$ cat src/hw/abc_pkg.sv
// Package: constants and carrier types for the backplane bus controller
package abc_pkg;
  localparam int CLK_MHZ = 20;
  localparam int TIMEOUT_US = 10;
  localparam int TIMEOUT_CYC = TIMEOUT_US * CLK_MHZ;
  localparam int AD_W = 18;
  localparam int ADDR_HI_BIT = 17;
  localparam int ADDR_ERR_BIT = 16;
  localparam int EVENT_LEVEL = 6;
  localparam logic [2:0] LEVEL_NONE = 3'h0;

  // Bus control lines as seen by the controller, true means asserted (low on wire)
  typedef struct packed {
    logic cycle_sync;
    logic input_strobe;
    logic output_strobe;
    logic slave_reply;
    logic write_byte_control;
    logic io_page_select;
    logic dma_request_line;
    logic dma_select_ack;
    logic int_request_level_four;
    logic int_request_level_five;
    logic int_request_level_six;
    logic int_request_level_seven;
    logic external_event_request;
    logic halt_request_line;
    logic memory_refresh_line;
    logic ac_power_good;
    logic dc_power_good;
  } abc_ctl_type;

  // Master transaction request from the user side
  typedef struct packed {
    logic valid;
    logic write;
    logic byte_mode;
    logic io_page;
    logic [AD_W-1:0] addr;
    logic [15:0] wdata;
  } abc_req_type;

  // Transaction answer to the user side
  typedef struct packed {
    logic done;
    logic timeout;
    logic mem_error;
    logic [15:0] rdata;
  } abc_rsp_type;
endpackage

$ cat src/hw/abc_sync.sv
// Two-stage synchroniser for a vector of bus control lines
`timescale 1ns/10ps
module abc_sync #(
  parameter int W = 17
) (
  input wire logic clk,
  input wire logic rst_n,
  input wire logic [W-1:0] d,
  output logic [W-1:0] q
);
  typedef struct packed {
    logic [W-1:0] s1;
    logic [W-1:0] s2;
  } abc_sync_st_type;
  abc_sync_st_type st_q;
  abc_sync_st_type st_d;

  // An empty vector has nothing to carry
  if (W < 1) begin : g_bad_width
    $error("W must be at least one");
  end

  // First stage read only by the second
  always_comb begin
    st_d.s1 = d;
    st_d.s2 = st_q.s1;
  end

  always_ff @(posedge clk) begin
    if (!rst_n) begin
      st_q <= '0;
    end else begin
      st_q <= st_d;
    end
  end

  assign q = st_q.s2;
endmodule

$ cat src/hw/abc_ctrl.sv
// Bus controller: arbitration, interlocked master cycles, timeout, system lines
`timescale 1ns/10ps
module abc_ctrl #(
  parameter int TIMEOUT_CYCLES = abc_pkg::TIMEOUT_CYC
) (
  input wire logic clk,
  input wire logic rst_n,
  input wire abc_pkg::abc_req_type req,
  output abc_pkg::abc_rsp_type rsp,
  output logic req_ready,
  input wire logic [abc_pkg::AD_W-1:0] ad_in_n,
  output logic [abc_pkg::AD_W-1:0] ad_out,
  output logic [abc_pkg::AD_W-1:0] ad_oe,
  input wire abc_pkg::abc_ctl_type ctl_in_n,
  output abc_pkg::abc_ctl_type ctl_oe,
  output logic dma_grant_out_n,
  output logic int_ack_out_n,
  input wire logic int_ack_take,
  output logic bus_initialize_oe,
  output logic [2:0] irq_level,
  output logic irq_event,
  output logic console_debug_mode,
  output logic power_fail_trap
);
  // Counter is 16 bits wide; must outlast the slowest slave reply
  if (TIMEOUT_CYCLES < 2 || TIMEOUT_CYCLES > 65535) begin : g_bad_timeout
    $error("TIMEOUT_CYCLES out of range");
  end

  typedef enum logic [5:0] {
    S_IDLE = 6'h01,
    S_ADDR = 6'h02,
    S_DATA = 6'h04,
    S_WAIT_REL = 6'h08,
    S_GRANT = 6'h10,
    S_DMA = 6'h20
  } abc_state_type;

  typedef struct packed {
    abc_state_type state;
    logic [15:0] tmr;
    abc_pkg::abc_req_type cur;
    abc_pkg::abc_rsp_type rsp;
    logic event_prev;
    logic event_pend;
    logic halted;
    logic pfail;
    logic pok_prev;
    logic init_done;
  } abc_st_type;

  abc_st_type st_q;
  abc_st_type st_d;
  abc_pkg::abc_ctl_type ctl_s;
  logic [abc_pkg::AD_W-1:0] ad_s;

  ////////////////////////////////////////////////////////////////////////////
  // Synchronise received lines; wire is low-true so invert first
  abc_sync #(.W($bits(abc_pkg::abc_ctl_type))) u_sync_ctl (
    .clk(clk),
    .rst_n(rst_n),
    .d(~ctl_in_n),
    .q(ctl_s)
  );
  abc_sync #(.W(abc_pkg::AD_W)) u_sync_ad (
    .clk(clk),
    .rst_n(rst_n),
    .d(~ad_in_n),
    .q(ad_s)
  );

  ////////////////////////////////////////////////////////////////////////////
  // Next-state logic
  always_comb begin
    st_d = st_q;
    st_d.rsp.done = 1'b0;
    st_d.init_done = 1'b1;
    // Event edge latched; a new edge wins over the take
    st_d.event_prev = ctl_s.external_event_request;
    if (int_ack_take) begin
      st_d.event_pend = 1'b0;
    end
    if (ctl_s.external_event_request && !st_q.event_prev) begin
      st_d.event_pend = 1'b1;
    end
    st_d.halted = ctl_s.halt_request_line;
    st_d.pok_prev = ctl_s.ac_power_good;
    if (st_q.pok_prev && !ctl_s.ac_power_good && !st_q.halted) begin
      st_d.pfail = 1'b1;
    end
    case (st_q.state)
      S_IDLE: begin
        st_d.tmr = '0;
        // Grant only between cycles while not driving sync
        if (ctl_s.dma_request_line && !ctl_s.cycle_sync) begin
          st_d.state = S_GRANT;
        end else if (req.valid && !st_q.halted) begin
          st_d.cur = req;
          st_d.rsp.timeout = 1'b0;
          st_d.rsp.mem_error = 1'b0;
          st_d.state = S_ADDR;
        end
      end
      S_ADDR: begin
        st_d.state = S_DATA; // One cycle of address setup before sync
      end
      S_DATA: begin
        st_d.tmr = st_q.tmr + 16'h0001;
        if (ctl_s.slave_reply) begin
          if (!st_q.cur.write) begin
            st_d.rsp.rdata = ad_s[15:0];
            st_d.rsp.mem_error = ad_s[abc_pkg::ADDR_ERR_BIT];
          end
          st_d.tmr = '0;
          st_d.state = S_WAIT_REL;
        end else if (st_q.tmr == 16'(TIMEOUT_CYCLES - 1)) begin
          st_d.rsp.timeout = 1'b1;
          st_d.rsp.done = 1'b1;
          st_d.state = S_IDLE;
        end
      end
      S_WAIT_REL: begin
        // Strobe dropped; wait for reply release before ending sync
        if (!ctl_s.slave_reply) begin
          st_d.rsp.done = 1'b1;
          st_d.state = S_IDLE;
        end
      end
      S_GRANT: begin
        if (ctl_s.dma_select_ack) begin
          st_d.state = S_DMA;
        end else if (!ctl_s.dma_request_line) begin
          st_d.state = S_IDLE;
        end
      end
      S_DMA: begin
        if (!ctl_s.dma_select_ack) begin
          st_d.state = S_IDLE;
        end
      end
      default: begin
        st_d.state = S_IDLE;
      end
    endcase
  end

  always_ff @(posedge clk) begin
    if (!rst_n) begin
      st_q <= '0;
      st_q.state <= S_IDLE;
      st_q.pok_prev <= 1'b0;
    end else begin
      st_q <= st_d;
    end
  end

  ////////////////////////////////////////////////////////////////////////////
  // Bus drive; enables only pull low, so value presented is zero
  logic mastering;
  logic data_phase;
  always_comb begin
    mastering = (st_q.state == S_ADDR) || (st_q.state == S_DATA) || (st_q.state == S_WAIT_REL);
    data_phase = (st_q.state == S_DATA);
    ctl_oe = '0;
    ad_out = '0;
    ad_oe = '0;
    if (mastering) begin
      ctl_oe.cycle_sync = (st_q.state != S_ADDR);
      ctl_oe.write_byte_control = (st_q.state == S_ADDR) ? st_q.cur.write : (data_phase && st_q.cur.byte_mode);
      ctl_oe.io_page_select = (st_q.state == S_ADDR) && st_q.cur.io_page && !ctl_s.memory_refresh_line;
      ctl_oe.input_strobe = data_phase && !st_q.cur.write;
      ctl_oe.output_strobe = data_phase && st_q.cur.write;
      if (st_q.state == S_ADDR) begin
        ad_oe = st_q.cur.addr;
      end else if (data_phase && st_q.cur.write) begin
        ad_oe = {2'h0, st_q.cur.wdata};
      end
    end
  end

  // Daisy chain heads, low-true on the wire
  assign dma_grant_out_n = !(st_q.state == S_GRANT);
  assign int_ack_out_n = !int_ack_take;
  assign bus_initialize_oe = !st_q.init_done;
  assign req_ready = (st_q.state == S_IDLE) && !st_q.halted;
  assign rsp = st_q.rsp;
  assign console_debug_mode = st_q.halted;
  assign power_fail_trap = st_q.pfail;
  assign irq_event = st_q.event_pend && !ctl_s.memory_refresh_line;

  // Highest active level wins; refresh masks all requests
  always_comb begin
    irq_level = abc_pkg::LEVEL_NONE;
    if (!ctl_s.memory_refresh_line) begin
      if (ctl_s.int_request_level_four) irq_level = 3'h4;
      if (ctl_s.int_request_level_five) irq_level = 3'h5;
      if (ctl_s.int_request_level_six || st_q.event_pend) irq_level = 3'h6;
      if (ctl_s.int_request_level_seven) irq_level = 3'h7;
    end
  end

  ////////////////////////////////////////////////////////////////////////////
  // Checks
  property p_timeout;
    @(posedge clk) disable iff (!rst_n)
    (st_q.state == S_DATA && st_q.tmr == 16'(TIMEOUT_CYCLES - 1) && !ctl_s.slave_reply) |=> rsp.timeout && rsp.done;
  endproperty
  a_timeout: assert property (p_timeout) else $error("timeout not raised");
  property p_grant_idle;
    @(posedge clk) disable iff (!rst_n)
    $fell(dma_grant_out_n) |-> !ctl_oe.cycle_sync && $past(!ctl_s.cycle_sync) && $past(st_q.state == S_IDLE);
  endproperty
  a_grant_idle: assert property (p_grant_idle) else $error("grant while mastering");
  property p_one_master;
    @(posedge clk) disable iff (!rst_n) (st_q.state == S_DMA) |-> (ctl_oe == '0);
  endproperty
  a_one_master: assert property (p_one_master) else $error("driving while DMA owns bus");
  property p_interlock;
    @(posedge clk) disable iff (!rst_n) (ctl_oe.input_strobe && !ctl_s.slave_reply && st_q.tmr < 16'h0005) |=> ctl_oe.cycle_sync;
  endproperty
  a_interlock: assert property (p_interlock) else $error("cycle left without reply");
  property p_refresh_block;
    @(posedge clk) disable iff (!rst_n) ctl_s.memory_refresh_line |-> (irq_level == 3'h0) && !ctl_oe.io_page_select;
  endproperty
  a_refresh_block: assert property (p_refresh_block) else $error("refresh not blocking");
  property p_event;
    @(posedge clk) disable iff (!rst_n)
    (ctl_s.external_event_request && !$past(ctl_s.external_event_request) && !ctl_s.memory_refresh_line) |=>
    (irq_level >= 3'h6);
  endproperty
  a_event: assert property (p_event) else $error("event edge lost");
  property p_pfail;
    @(posedge clk) disable iff (!rst_n) $fell(ctl_s.ac_power_good) && !st_q.halted && st_q.pok_prev |=> power_fail_trap;
  endproperty
  a_pfail: assert property (p_pfail) else $error("power fail missed");
  property p_halt;
    @(posedge clk) disable iff (!rst_n) ctl_s.halt_request_line |=> console_debug_mode && !req_ready;
  endproperty
  a_halt: assert property (p_halt) else $error("halt ignored");
  property p_addr_phase;
    @(posedge clk) disable iff (!rst_n) (st_q.state == S_ADDR) |-> ad_oe == st_q.cur.addr ##1 ctl_oe.cycle_sync;
  endproperty
  a_addr_phase: assert property (p_addr_phase) else $error("address phase wrong");
  c_read: cover property (@(posedge clk) disable iff (!rst_n) rsp.done && !rsp.timeout && !st_q.cur.write);
  c_write: cover property (@(posedge clk) disable iff (!rst_n) rsp.done && st_q.cur.write);
  c_to: cover property (@(posedge clk) disable iff (!rst_n) rsp.timeout);
  c_dma: cover property (@(posedge clk) disable iff (!rst_n) st_q.state == S_DMA);
endmodule

$ cat config.mk
export PLATFORM = sky130hd
export DESIGN_NAME = abc_ctrl
export DESIGN_NICKNAME = d
export VERILOG_FILES = /design/src/hw/abc_pkg.sv /design/src/hw/abc_sync.sv /design/src/hw/abc_ctrl.sv
export SDC_FILE = /design/constraint.sdc
export NUM_CORES = 1
export LEC_CHECK = 0
export ABC_AREA = 1
export BUFFER_PORTS_ARGS = -buffer_cell sky130_fd_sc_hd__buf_2
export CORE_ASPECT_RATIO = 2
export CORE_MARGIN = 2
export CORE_UTILIZATION = 40
export CTS_CLUSTER_SIZE = 24
export DETAILED_ROUTE_END_ITERATION = 8
export MAX_ROUTING_LAYER = met4
export PLACE_DENSITY = 0.61
export SLEW_MARGIN = 20
export SYNTH_ARGS = -nofsm -noshare
export SYNTH_HDL_FRONTEND = slang
export SYNTH_HIERARCHICAL = 1
export SYNTH_SLANG_ARGS = --single-unit
$ cat constraint.sdc
create_clock -name clk -period 2.1 [get_ports clk]
set_clock_uncertainty 0.2 [all_clocks]
set_input_delay 0.105 -clock clk [delete_from_list [all_inputs] [get_ports clk]]
set_output_delay 0.105 -clock clk [all_outputs]
set_load 0.01 [all_outputs]
==> results of run 1 <==
[per-stage QoR]
step / TNS (ns) / cell area [um2] / setup slack (ns)
global placement: 0 / 6370 / 0.334
global route: -0.0163 / 7860 / -0.00592
detailed placement: 0 / 6370 / 0.330
finish: 0 / 7860 / 0.0662
floorplan: 0 / 6040 / 0.536
CTS: 0 / 7810 / 0.0231
[worst max path at each step]
stage / start / slack, ns / to / cells past startpoint
2_1_floorplan: st_q[83]$_SDFFE_PN0P_ / 0.54 / ad_oe[10] / 6
3_3_place_gp: st_q[83]$_SDFFE_PN0P_ / 0.33 / ad_oe[9] / 5
3_5_place_dp: st_q[82]$_SDFFE_PN0P_ / 0.33 / st_q[71]$_SDFFE_PN0P_ / 6
4_1_cts: st_q[81]$_SDFFE_PN0P_ / 0.02 / ad_oe[10] / 8
5_1_grt: st_q[79]$_SDFFE_PN1P_ / -0.006 / ad_oe[9] / 7
6_report: st_q[82]$_SDFFE_PN0P_ / 0.07 / ad_oe[11] / 5
[final cells by class]
cell class | instances | share of cell area (%)
repair buffers | 216 | 19.6
clock inverters | 15 | 2.44
inverters | 148 | 7.15
clock buffers | 17 | 5.42
flip-flops and latches | 142 | 36.3
multi-input cells | 459 | 26.0
well taps | 195 | 3.11
[registers in the layout, indices dropped and copies added (netlist names)]
register / count
st_q: 63
rsp: 19
u_sync_ad/q: 17
u_sync_ad/st_d: 17
u_sync_ctl/q: 12
u_sync_ctl/st_d: 12
console_debug_mode: 1
power_fail_trap: 1
[worst min-delay path: cells and delay by family]
family,cells,cell delay (ns)
AND/OR/NAND/NOR,1,0.10
buffers and inverters,3,0.45
[where the power goes]
part           leakage [nW]  switching, mW  internal, mW
Clock                 0.303           1.29          1.82
Sequential             1.17         0.0612          2.85
Combinational          2.50          0.386         0.305
[per-layer routing]
metal,track usage (%),share of wire (%)
met2,26.1,49
met3,3.84,4.4
met4,6.86,2.2
met5,-,0
met1,19.3,45
[repair_timing]
| item | CTS | global route |
|---|---|---|
| buffers inserted | 3 | 3 |
| endpoints found under the setup margin | 17 | 17 |
| gates cloned | 0 | 1 |
| hold buffers | 80 | 0 |
| hold endpoints to repair | 78 | 0 |
| pin swaps | 2 | 3 |
| resized for setup | 1 | 13 |
==> metrics.md, run 1 <==
| Metric | Value |
|---|---|
| Outcome | `finished, final reports clean` |
| Final Non-Filler Cells | `1192` |
| Top Ports | `~160` |
| Residual DRC count | `0` |
| Static leakage | `3.97 nW` |
| CTS tree | `built` |
| Mapped cell area | `0.00593 mm2` |
| CP top delay family | `simple AND/OR/NAND/NOR gates` |
| Flop-to-flop setup slack | `approximately 0.25 ns` |
| Final hold violations | `0` |
| Slew Viols, Final | `0` |
| Yosys warns | `6` |
| Hold_sp | `rst_n` |
| Gr ovfl total | `0` |
| Wire length per cell | `10.5 um` |
| Final wirelength | `12500 um` |
| R2R Path End | `st_q[79]$_SDFFE_PN1P_` |
| Root buf cell | `clkbuf_16` |
| Clock-pin slew on the worst setup and hold paths | `around 0.070 ns` |
| Most frequent cells in the layout | `inv_1, nand2_1, dfxtp_1` |
| Post-route ant nets | `0` |
| Crit-path cells | `nor2_2 > nand4_1 > buf_6 > o21ai_1 > buf_2` |
| Largest net degree at the start of global routing | `66` |
| Crit path DAT | `1.73 ns` |
| Row count | `63` |
| GRT Util Overall | `between 15 and 20%` |
| Startpoint Class | `flop` |
| Antenna violations before repair | `0` |
| Fin crit period | `between 2 and 2.5 ns` |
| Worst path bufs/invs | `2` |
| Final period util | `between 90% and 100%` |
| Worst path max stage delay | `around 0.35 ns` |
| Htree depth | `4` |
| Slowest CP cell | `dfxtp_1` |
| Number of port buffers | `121` |
| CTS buffer count | `17` |
| Hold endpoint | `u_sync_ctl/q[9]$_SDFF_PN0_` |
| CP required | `1.79 ns` |
| FF+latch area | `0.00285 mm2` |
| DIE WIDTH | `around 90 um` |
| Cells on Worst Hold Path | `4` |
| Max IR drop VDD | `a little under 600 uV` |
| Crit path max fanout | `18` |
| Die ar. | `0.0159 mm2` |
| CP endpoint kind | `output pin` |
| CTS Buffer Depth | `2` |
| Nets@finish | `around 1.1k` |
| Number of vias in the routed layout | `5083` |
| First-pass GRT wire length | `20700 um` |
| Syn Inst Count | `800` |
| Core area | `0.0147 mm2` |
| Die height | `176 um` |
| Relative slew slack | `63.1%` |
| Initial core utilization | `40.5%` |
| Max-cap violations | `0` |
| Worst hold path class | `in2reg` |
| Clk_lat worst skew | `0.42 ns` |
| Min Hold Slack | `0.0771 ns` |
| RR Startpoint | `st_q[84]$_SDFFE_PN0P_` |
| Fill count | `roughly 1.4k` |
| Routability cong. | `0.856` |
| Pwr dens | `roughly 860 mW/mm2` |
| Layout cells sized above 1 | `18.8%` |
| Power Total | `6.72 mW` |
| Worst-margin pin slew | `0.550 ns` |
| Avg Cell Area, Syn | `7.42 um2` |
| Area of the multi-input gates | `between 0.002 and 0.0025 mm2` |
| Clock Sink Count | `142` |
| Vias in the first global route | `4664` |
| Final core occ | `between 50% and 60%` |
| Via/cell ratio | `4.26` |
| Commonest non-fill, non-tap cell in the layout | `inv_1` |
| Area delta synth->final | `32.4%` |
| Post-Place Cells | `1073` |
| Antenna Diode Count | `0` |
| Pre-antenna DRT Iters | `4` |
| Reg2Reg Depth | `9` |
| Highest clock rate | `about 490 MHz` |
| Final setup vio count | `0` |
| Kind of critical path | `reg2out` |
| Initial DRC Count | `215` |
| HPWL Detailed | `7990 um` |
Power figures use the tool's default switching activity.
==> run 2, diff against run 1 <==
--- a/config.mk
+++ b/config.mk
@@ -8,12 +8,11 @@
 export ABC_AREA = 1
 export BUFFER_PORTS_ARGS = -buffer_cell sky130_fd_sc_hd__buf_2
 export CORE_ASPECT_RATIO = 2
-export CORE_MARGIN = 2
-export CORE_UTILIZATION = 40
+export CORE_UTILIZATION = 53
 export CTS_CLUSTER_SIZE = 24
 export DETAILED_ROUTE_END_ITERATION = 8
 export MAX_ROUTING_LAYER = met4
-export PLACE_DENSITY = 0.61
+export PLACE_DENSITY = 0.78
 export SLEW_MARGIN = 20
 export SYNTH_ARGS = -nofsm -noshare
 export SYNTH_HDL_FRONTEND = slang
==> run 2 against run 1 <==
Against the previous run: final area down 3.2%; combinational power shrank 0.6%; critical path type unchanged; final cell count down 6.1%.
==> metrics.md, run 2 (synthesized netlist as in run 1, its figures left out) <==
| Metric | Value |
|---|---|
| CP endpoint kind | `output pin` |
| Number of vias in the routed layout | `between 5k and 6k` |
| Pwr dens | `slightly below 900 mW/mm2` |
| Final core occ | `69.9%` |
| Static leakage | `3.89 nW` |
| Worst hold path class | `reg2reg` |
| Outcome | `finished, final reports clean` |
| Commonest non-fill, non-tap cell in the layout | `inv_1` |
| Wire length per cell | `approximately 13 um` |
| RR Startpoint | `st_q[83]$_SDFFE_PN0P_` |
| Final Instance Area | `0.00760 mm2` |
| Startpoint Class | `flop` |
| Most frequent cells in the layout | `inv_1, nand2_1, dfxtp_1` |
| R2R Path End | `st_q[47]$_SDFFE_PN0P_` |
| DIE WIDTH | `about 77 um` |
| Area delta synth->final | `28.1%` |
| Final hold violations | `0` |
| Htree depth | `4` |
| Max-cap violations | `0` |
| Worst-margin pin slew | `0.554 ns` |
| Gr ovfl total | `0` |
| Power Total | `6.59 mW` |
| CP Launch Point | `st_q[83]$_SDFFE_PN0P_` |
| Die height | `152 um` |
| Slew Viols, Final | `0` |
| Post-Route Setup TNS | `0 ns` |
| Core area | `0.0109 mm2` |
| Highest clock rate | `495 MHz` |
| Residual DRC count | `0` |
| Pre-antenna DRT Iters | `5` |
| HPWL Detailed | `8390 um` |
| Final wirelength | `14100 um` |
| CTS buffer count | `17` |
| Nets@finish | `1044` |
| Largest register FFs | `63` |
| Clock Sink Count | `roughly 140` |
| Fin crit period | `just over 2 ns` |
| Die ar. | `0.0117 mm2` |
| Row count | `54` |
| RSZ-0062 raised after global routing | `true` |
| Number of port buffers | `121` |
| CTS Buffer Depth | `2` |
| Min Hold Slack | `between 0.2 and 0.25 ns` |
| CP required | `1.79 ns` |
| Routability cong. | `0.958` |
| Largest net degree at the start of global routing | `104` |
| Initial core utilization | `54.6%` |
| Fill count | `867` |
| Relative slew slack | `62.8%` |
| Top Ports | `158` |
| Vias in the first global route | `5068` |
| Antenna Diode Count | `0` |
| Crit path DAT | `1.71 ns` |
| Reg2Reg Depth | `8` |
| Via/cell ratio | `4.77` |
| Post-route ant nets | `0` |
| Kind of critical path | `reg2out` |
| Initial DRC Count | `341` |
| Area post-placement | `0.00628 mm2` |
| Antenna violations before repair | `0` |
| Layout cells sized above 1 | `18.0%` |
| Reg with most FFs | `st_q` |
| Hold_sp | `u_sync_ctl/q[3]$_SDFF_PN0_` |
| Clk_lat worst skew | `roughly 0.4 ns` |
| Final setup vio count | `0` |
| Crit path max fanout | `22` |
| Hold endpoint | `console_debug_mode$_SDFF_PN0_` |
| Cells on Worst Hold Path | `2` |
| Max IR drop VDD | `667 uV` |
| Clock-pin slew on the worst setup and hold paths | `0.06 ns` |
| Flop-to-flop setup slack | `between 0.1 and 0.15 ns` |
| First-pass GRT wire length | `22300 um` |
| Final period util | `96.1%` |
| GRT Util Overall | `25.2%` |
| Root buf cell | `clkbuf_16` |
| CTS tree | `built` |
==> run 2: cell types whose count changed in the layout (fill, tap and decap cells not counted), sizes merged <==
cell | before | now
buf | 136 | 130
bufinv | 2 | 3
clkbuf | 17 | 18
clkinv | 4 | 7
clkinvlp | 1 | 2
dlygate4sd3 | 80 | 69
inv | 156 | 149
==> run 2: power breakdown <==
| group | internal (mW) | total, mW | switching (mW) |
|---|---|---|---|
| Combinational | 0.285 | 0.687 | 0.402 |
| Sequential | 2.85 | 2.92 | 0.0666 |
| Clock | 1.87 | 2.98 | 1.12 |
==> run 2: worst max path at each step <==
stage,to,cells past startpoint
final,ad_oe[9],5
after global routing,ad_oe[8],7
after CTS,ad_oe[3],5
after detailed placement,st_q[79]$_SDFFE_PN1P_,8
after global placement,st_q[79]$_SDFFE_PN1P_,8
after floorplan,ad_oe[10],6
==> run 2: metrics by stage <==
stage	setup slack [ns]	std cells
6_report	0.0810	1119
5_1_grt	-0.00534	1119
4_1_cts	0.0373	1119
3_5_place_dp	0.326	1016
3_3_place_gp	0.316	1016
2_1_floorplan	0.536	829
==> run 2: worst max-delay path: stages (launching register included) <==
cell and delay, ns:
dfxtp_1 0.34, nor2_4 0.21, nand4_1 0.12, buf_4 0.23
o21ai_0 0.22, buf_2 0.17
==> run 2: area by class of cell <==
cell class | instances | area, um2 | area share, %
sequential | 142 | 2840 | 37.4
multi-input combinational | 459 | 2040 | 26.9
inverter | 148 | 562 | 7.39
clock buffer | 18 | 429 | 5.65
timing repair buffer | 199 | 1380 | 18.2
tap | 140 | 175 | 2.30
clock inverter | 13 | 164 | 2.16
==> run 2: repair_timing <==
item | 4_1_cts | 5_1_grt
setup endpoints to repair | 15 | 4
pin swaps | 2 | 1
hold buffers | 69 | 0
buffers inserted | 2 | 0
endpoints found under the hold margin | 77 | 0
gates resized for setup | 3 | 5
gates cloned | 1 | 0
==> run 2: metal layers <==
metal / wire length, um / GRT usage, %
met3: 666 / 6.41
met5: 0 / -
met2: 7880 / 47.0
met4: 507 / 13.7
met1: 5020 / 23.2
==> run 3, diff against run 2 <==
--- a/config.mk
+++ b/config.mk
@@ -5,7 +5,6 @@
 export SDC_FILE = /design/constraint.sdc
 export NUM_CORES = 1
 export LEC_CHECK = 0
-export ABC_AREA = 1
 export BUFFER_PORTS_ARGS = -buffer_cell sky130_fd_sc_hd__buf_2
 export CORE_ASPECT_RATIO = 2
 export CORE_UTILIZATION = 53
@@ -13,6 +12,7 @@
 export DETAILED_ROUTE_END_ITERATION = 8
 export MAX_ROUTING_LAYER = met4
 export PLACE_DENSITY = 0.78
+export REMOVE_ABC_BUFFERS = 1
 export SLEW_MARGIN = 20
 export SYNTH_ARGS = -nofsm -noshare
 export SYNTH_HDL_FRONTEND = slang
==> run 3 against run 2 <==
Against the previous run: the flow now finishes with violations (setup timing); combinational power grew to 3.3 times the previous value; sequential share of layout area decreased by 4.4 points; synthesized cell count fell by 23%; first-iteration DRC count grew 13%; critical endpoint is now ad_oe[11]; largest cell class unchanged; total power grew 29%; sequential power up 5%; via count grew 6.7%; global-route usage is 3.1 points higher; die area is 2.1% lower.
==> metrics.md, run 3 <==
| Metric | Value |
|---|---|
| Core area | `0.0106 mm2` |
| Area delta synth->final | `48.6%` |
| Final core occ | `81.3%` |
| Post-Route Setup TNS | `-13.88 ns` |
| Power Total | `roughly 8.5 mW` |
| Max-cap violations | `0` |
| Fill count | `546` |
| Commonest non-fill, non-tap cell in the layout | `dfxtp_1` |
| Routability cong. | `0.909` |
| Post-Place Cells | `861` |
| Slew Viols, Final | `0` |
| GRT Util Overall | `28.3%` |
| CTS Buffer Depth | `2` |
| Die height | `150 um` |
| Final period util | `118%` |
| Final hold violations | `0` |
| Highest clock rate | `402 MHz` |
| Yosys warns | `6` |
| Largest net degree at the start of global routing | `39` |
| Syn Inst Count | `620` |
| Startpoint Class | `flop` |
| Relative slew slack | `57.6%` |
| Switch share | `29.1%` |
| CP required | `1.79 ns` |
| Row count | `53` |
| Top Ports | `between 150 and 200` |
| Worst-margin pin slew | `0.631 ns` |
| Area post-placement | `0.00651 mm2` |
| Via/cell ratio | `5.73` |
| HPWL Detailed | `8840 um` |
| Vias in the first global route | `between 5k and 6k` |
| CP endpoint kind | `output pin` |
| P_sw | `2.47 mW` |
| Clock Sink Count | `roughly 140` |
| Htree depth | `4` |
| CP Launch Point | `st_q[83]$_SDFFE_PN0P_` |
| Internal power | `about 6.0 mW` |
| Layout cells sized above 1 | `41.2%` |
| Post-route ant nets | `0` |
| First-pass GRT wire length | `24400 um` |
| Mapped cell area | `0.00581 mm2` |
| Antenna violations before repair | `0` |
| Initial DRC Count | `387` |
| Clock Power Share | `37.3%` |
| Avg Cell Area, Syn | `9.37 um2` |
| Gr ovfl total | `0` |
| Crit path max fanout | `10` |
| Pwr dens | `984 mW/mm2` |
| Nets@finish | `921` |
| Most frequent cells in the layout | `dfxtp_1, buf_2, dlygate4sd3_1` |
| Fin crit period | `around 2.5 ns` |
| R2R Path End | `st_q[76]$_SDFFE_PN0P_` |
| Largest register FFs | `63` |
| Clk_lat worst skew | `0.41 ns` |
| Clock-pin slew on the worst setup and hold paths | `0.06 ns` |
| Initial core utilization | `54.8%` |
| CTS buffer count | `17` |
| DIE WIDTH | `76.0 um` |
| Outcome | `finished with violations` |
| Pre-antenna DRT Iters | `5` |
| Reg2Reg Depth | `4` |
| Wire length per cell | `20.8 um` |
| Max IR drop VDD | `852 uV` |
| Die ar. | `0.0114 mm2` |
| Final setup vio count | `93` |
| Final wirelength | `between 20000 and 25000 um` |
| CTS tree | `built` |
| Critical path endpoint | `ad_oe[11]` |
| RSZ-0062 raised after global routing | `true` |
| Worst hold path class | `in2reg` |
| Number of port buffers | `~120` |
| Crit path DAT | `2.18 ns` |
| Number of vias in the routed layout | `5699` |
| Comb pwr share | `roughly a quarter` |
| Sequential power share | `36.3%` |
| RR Startpoint | `st_q[83]$_SDFFE_PN0P_` |
| Residual DRC count | `0` |
| Final setup margin | `-0.386 ns` |
| Final Non-Filler Cells | `995` |
| Final Instance Area | `around 0.0086 mm2` |
| Static leakage | `around 4.0 nW` |
| Root buf cell | `clkbuf_16` |
| Kind of critical path | `reg2out` |
| Failing checks | `setup timing` |
| Reg with most FFs | `st_q` |
| Flop-to-flop setup slack | `-0.26 ns` |
-- run 3: cell type report --
cell class                 instances  area [um2]  share of cell area (%)
inverter                          37         139                    1.61
antenna                            1        2.50                  0.0290
tap                              137         171                    1.99
clock inverter                    11         153                    1.77
sequential                       142        2850                    33.0
timing repair buffer             260        2120                    24.6
multi-input combinational        386        2720                    31.5
clock buffer                      21         470                    5.45
-- run 3: repair_timing --
item	CTS	global route
endpoints found under the setup margin	36	90
setup buffers	13	12
gates cloned	2	9
hold endpoints to repair	78	0
hold buffers	69	0
gates resized for setup	28	84
pin swaps	8	43
-- run 3: metal layers --
layer | track usage (%) | share of wire (%)
met5 | - | 0
met4 | 19.3 | 9.3
met3 | 5.18 | 6.2
met2 | 52.8 | 53
met1 | 25.8 | 32
-- run 3: critical path, stage by stage (launching register included) --
cell and delay (ns):
dfxtp_2 0.32, or4_4 0.55, buf_6 0.14, nor3b_4 0.21
buf_6 0.20, a22o_1 0.19, buf_2 0.14
-- run 3: how the worst min path moves through the flow --
| stage | from | endpoint | slack, ns | cells past startpoint |
|---|---|---|---|---|
| floorplan | rst_n | st_q[0]$_DFF_P_ | -0.07 | 0 |
| global placement | req[28] | st_q[53]$_SDFFE_PN0P_ | 0.14 | 3 |
| detailed placement | req[12] | st_q[37]$_SDFFE_PN0P_ | 0.15 | 3 |
| CTS | req[37] | st_q[79]$_SDFFE_PN1P_ | 0.06 | 4 |
| global route | req[37] | st_q[79]$_SDFFE_PN1P_ | 0.1 | 4 |
| finish | req[37] | st_q[79]$_SDFFE_PN1P_ | 0.08 | 4 |
-- run 3: per-stage QoR --
stage	hold WS (ns)	setup slack [ns]
5_1_grt	0.0981	-0.472
4_1_cts	0.0573	-0.350
3_5_place_dp	0.149	-0.143
2_1_floorplan	-0.0673	-1.19
6_report	0.0792	-0.386
3_3_place_gp	0.137	-0.0667
-- run 3: power groups by stage --
stage / clock network, mW / logic (mW) / registers (mW)
CTS: 3.15 / 1.61 / 3.03
finish: 3.16 / 2.24 / 3.08
global route: 3.29 / 2.34 / 3.09
detailed placement: 0 / 1.30 / 3.08
floorplan: 0 / 0.831 / 3.07
global placement: 0 / 1.24 / 3.07
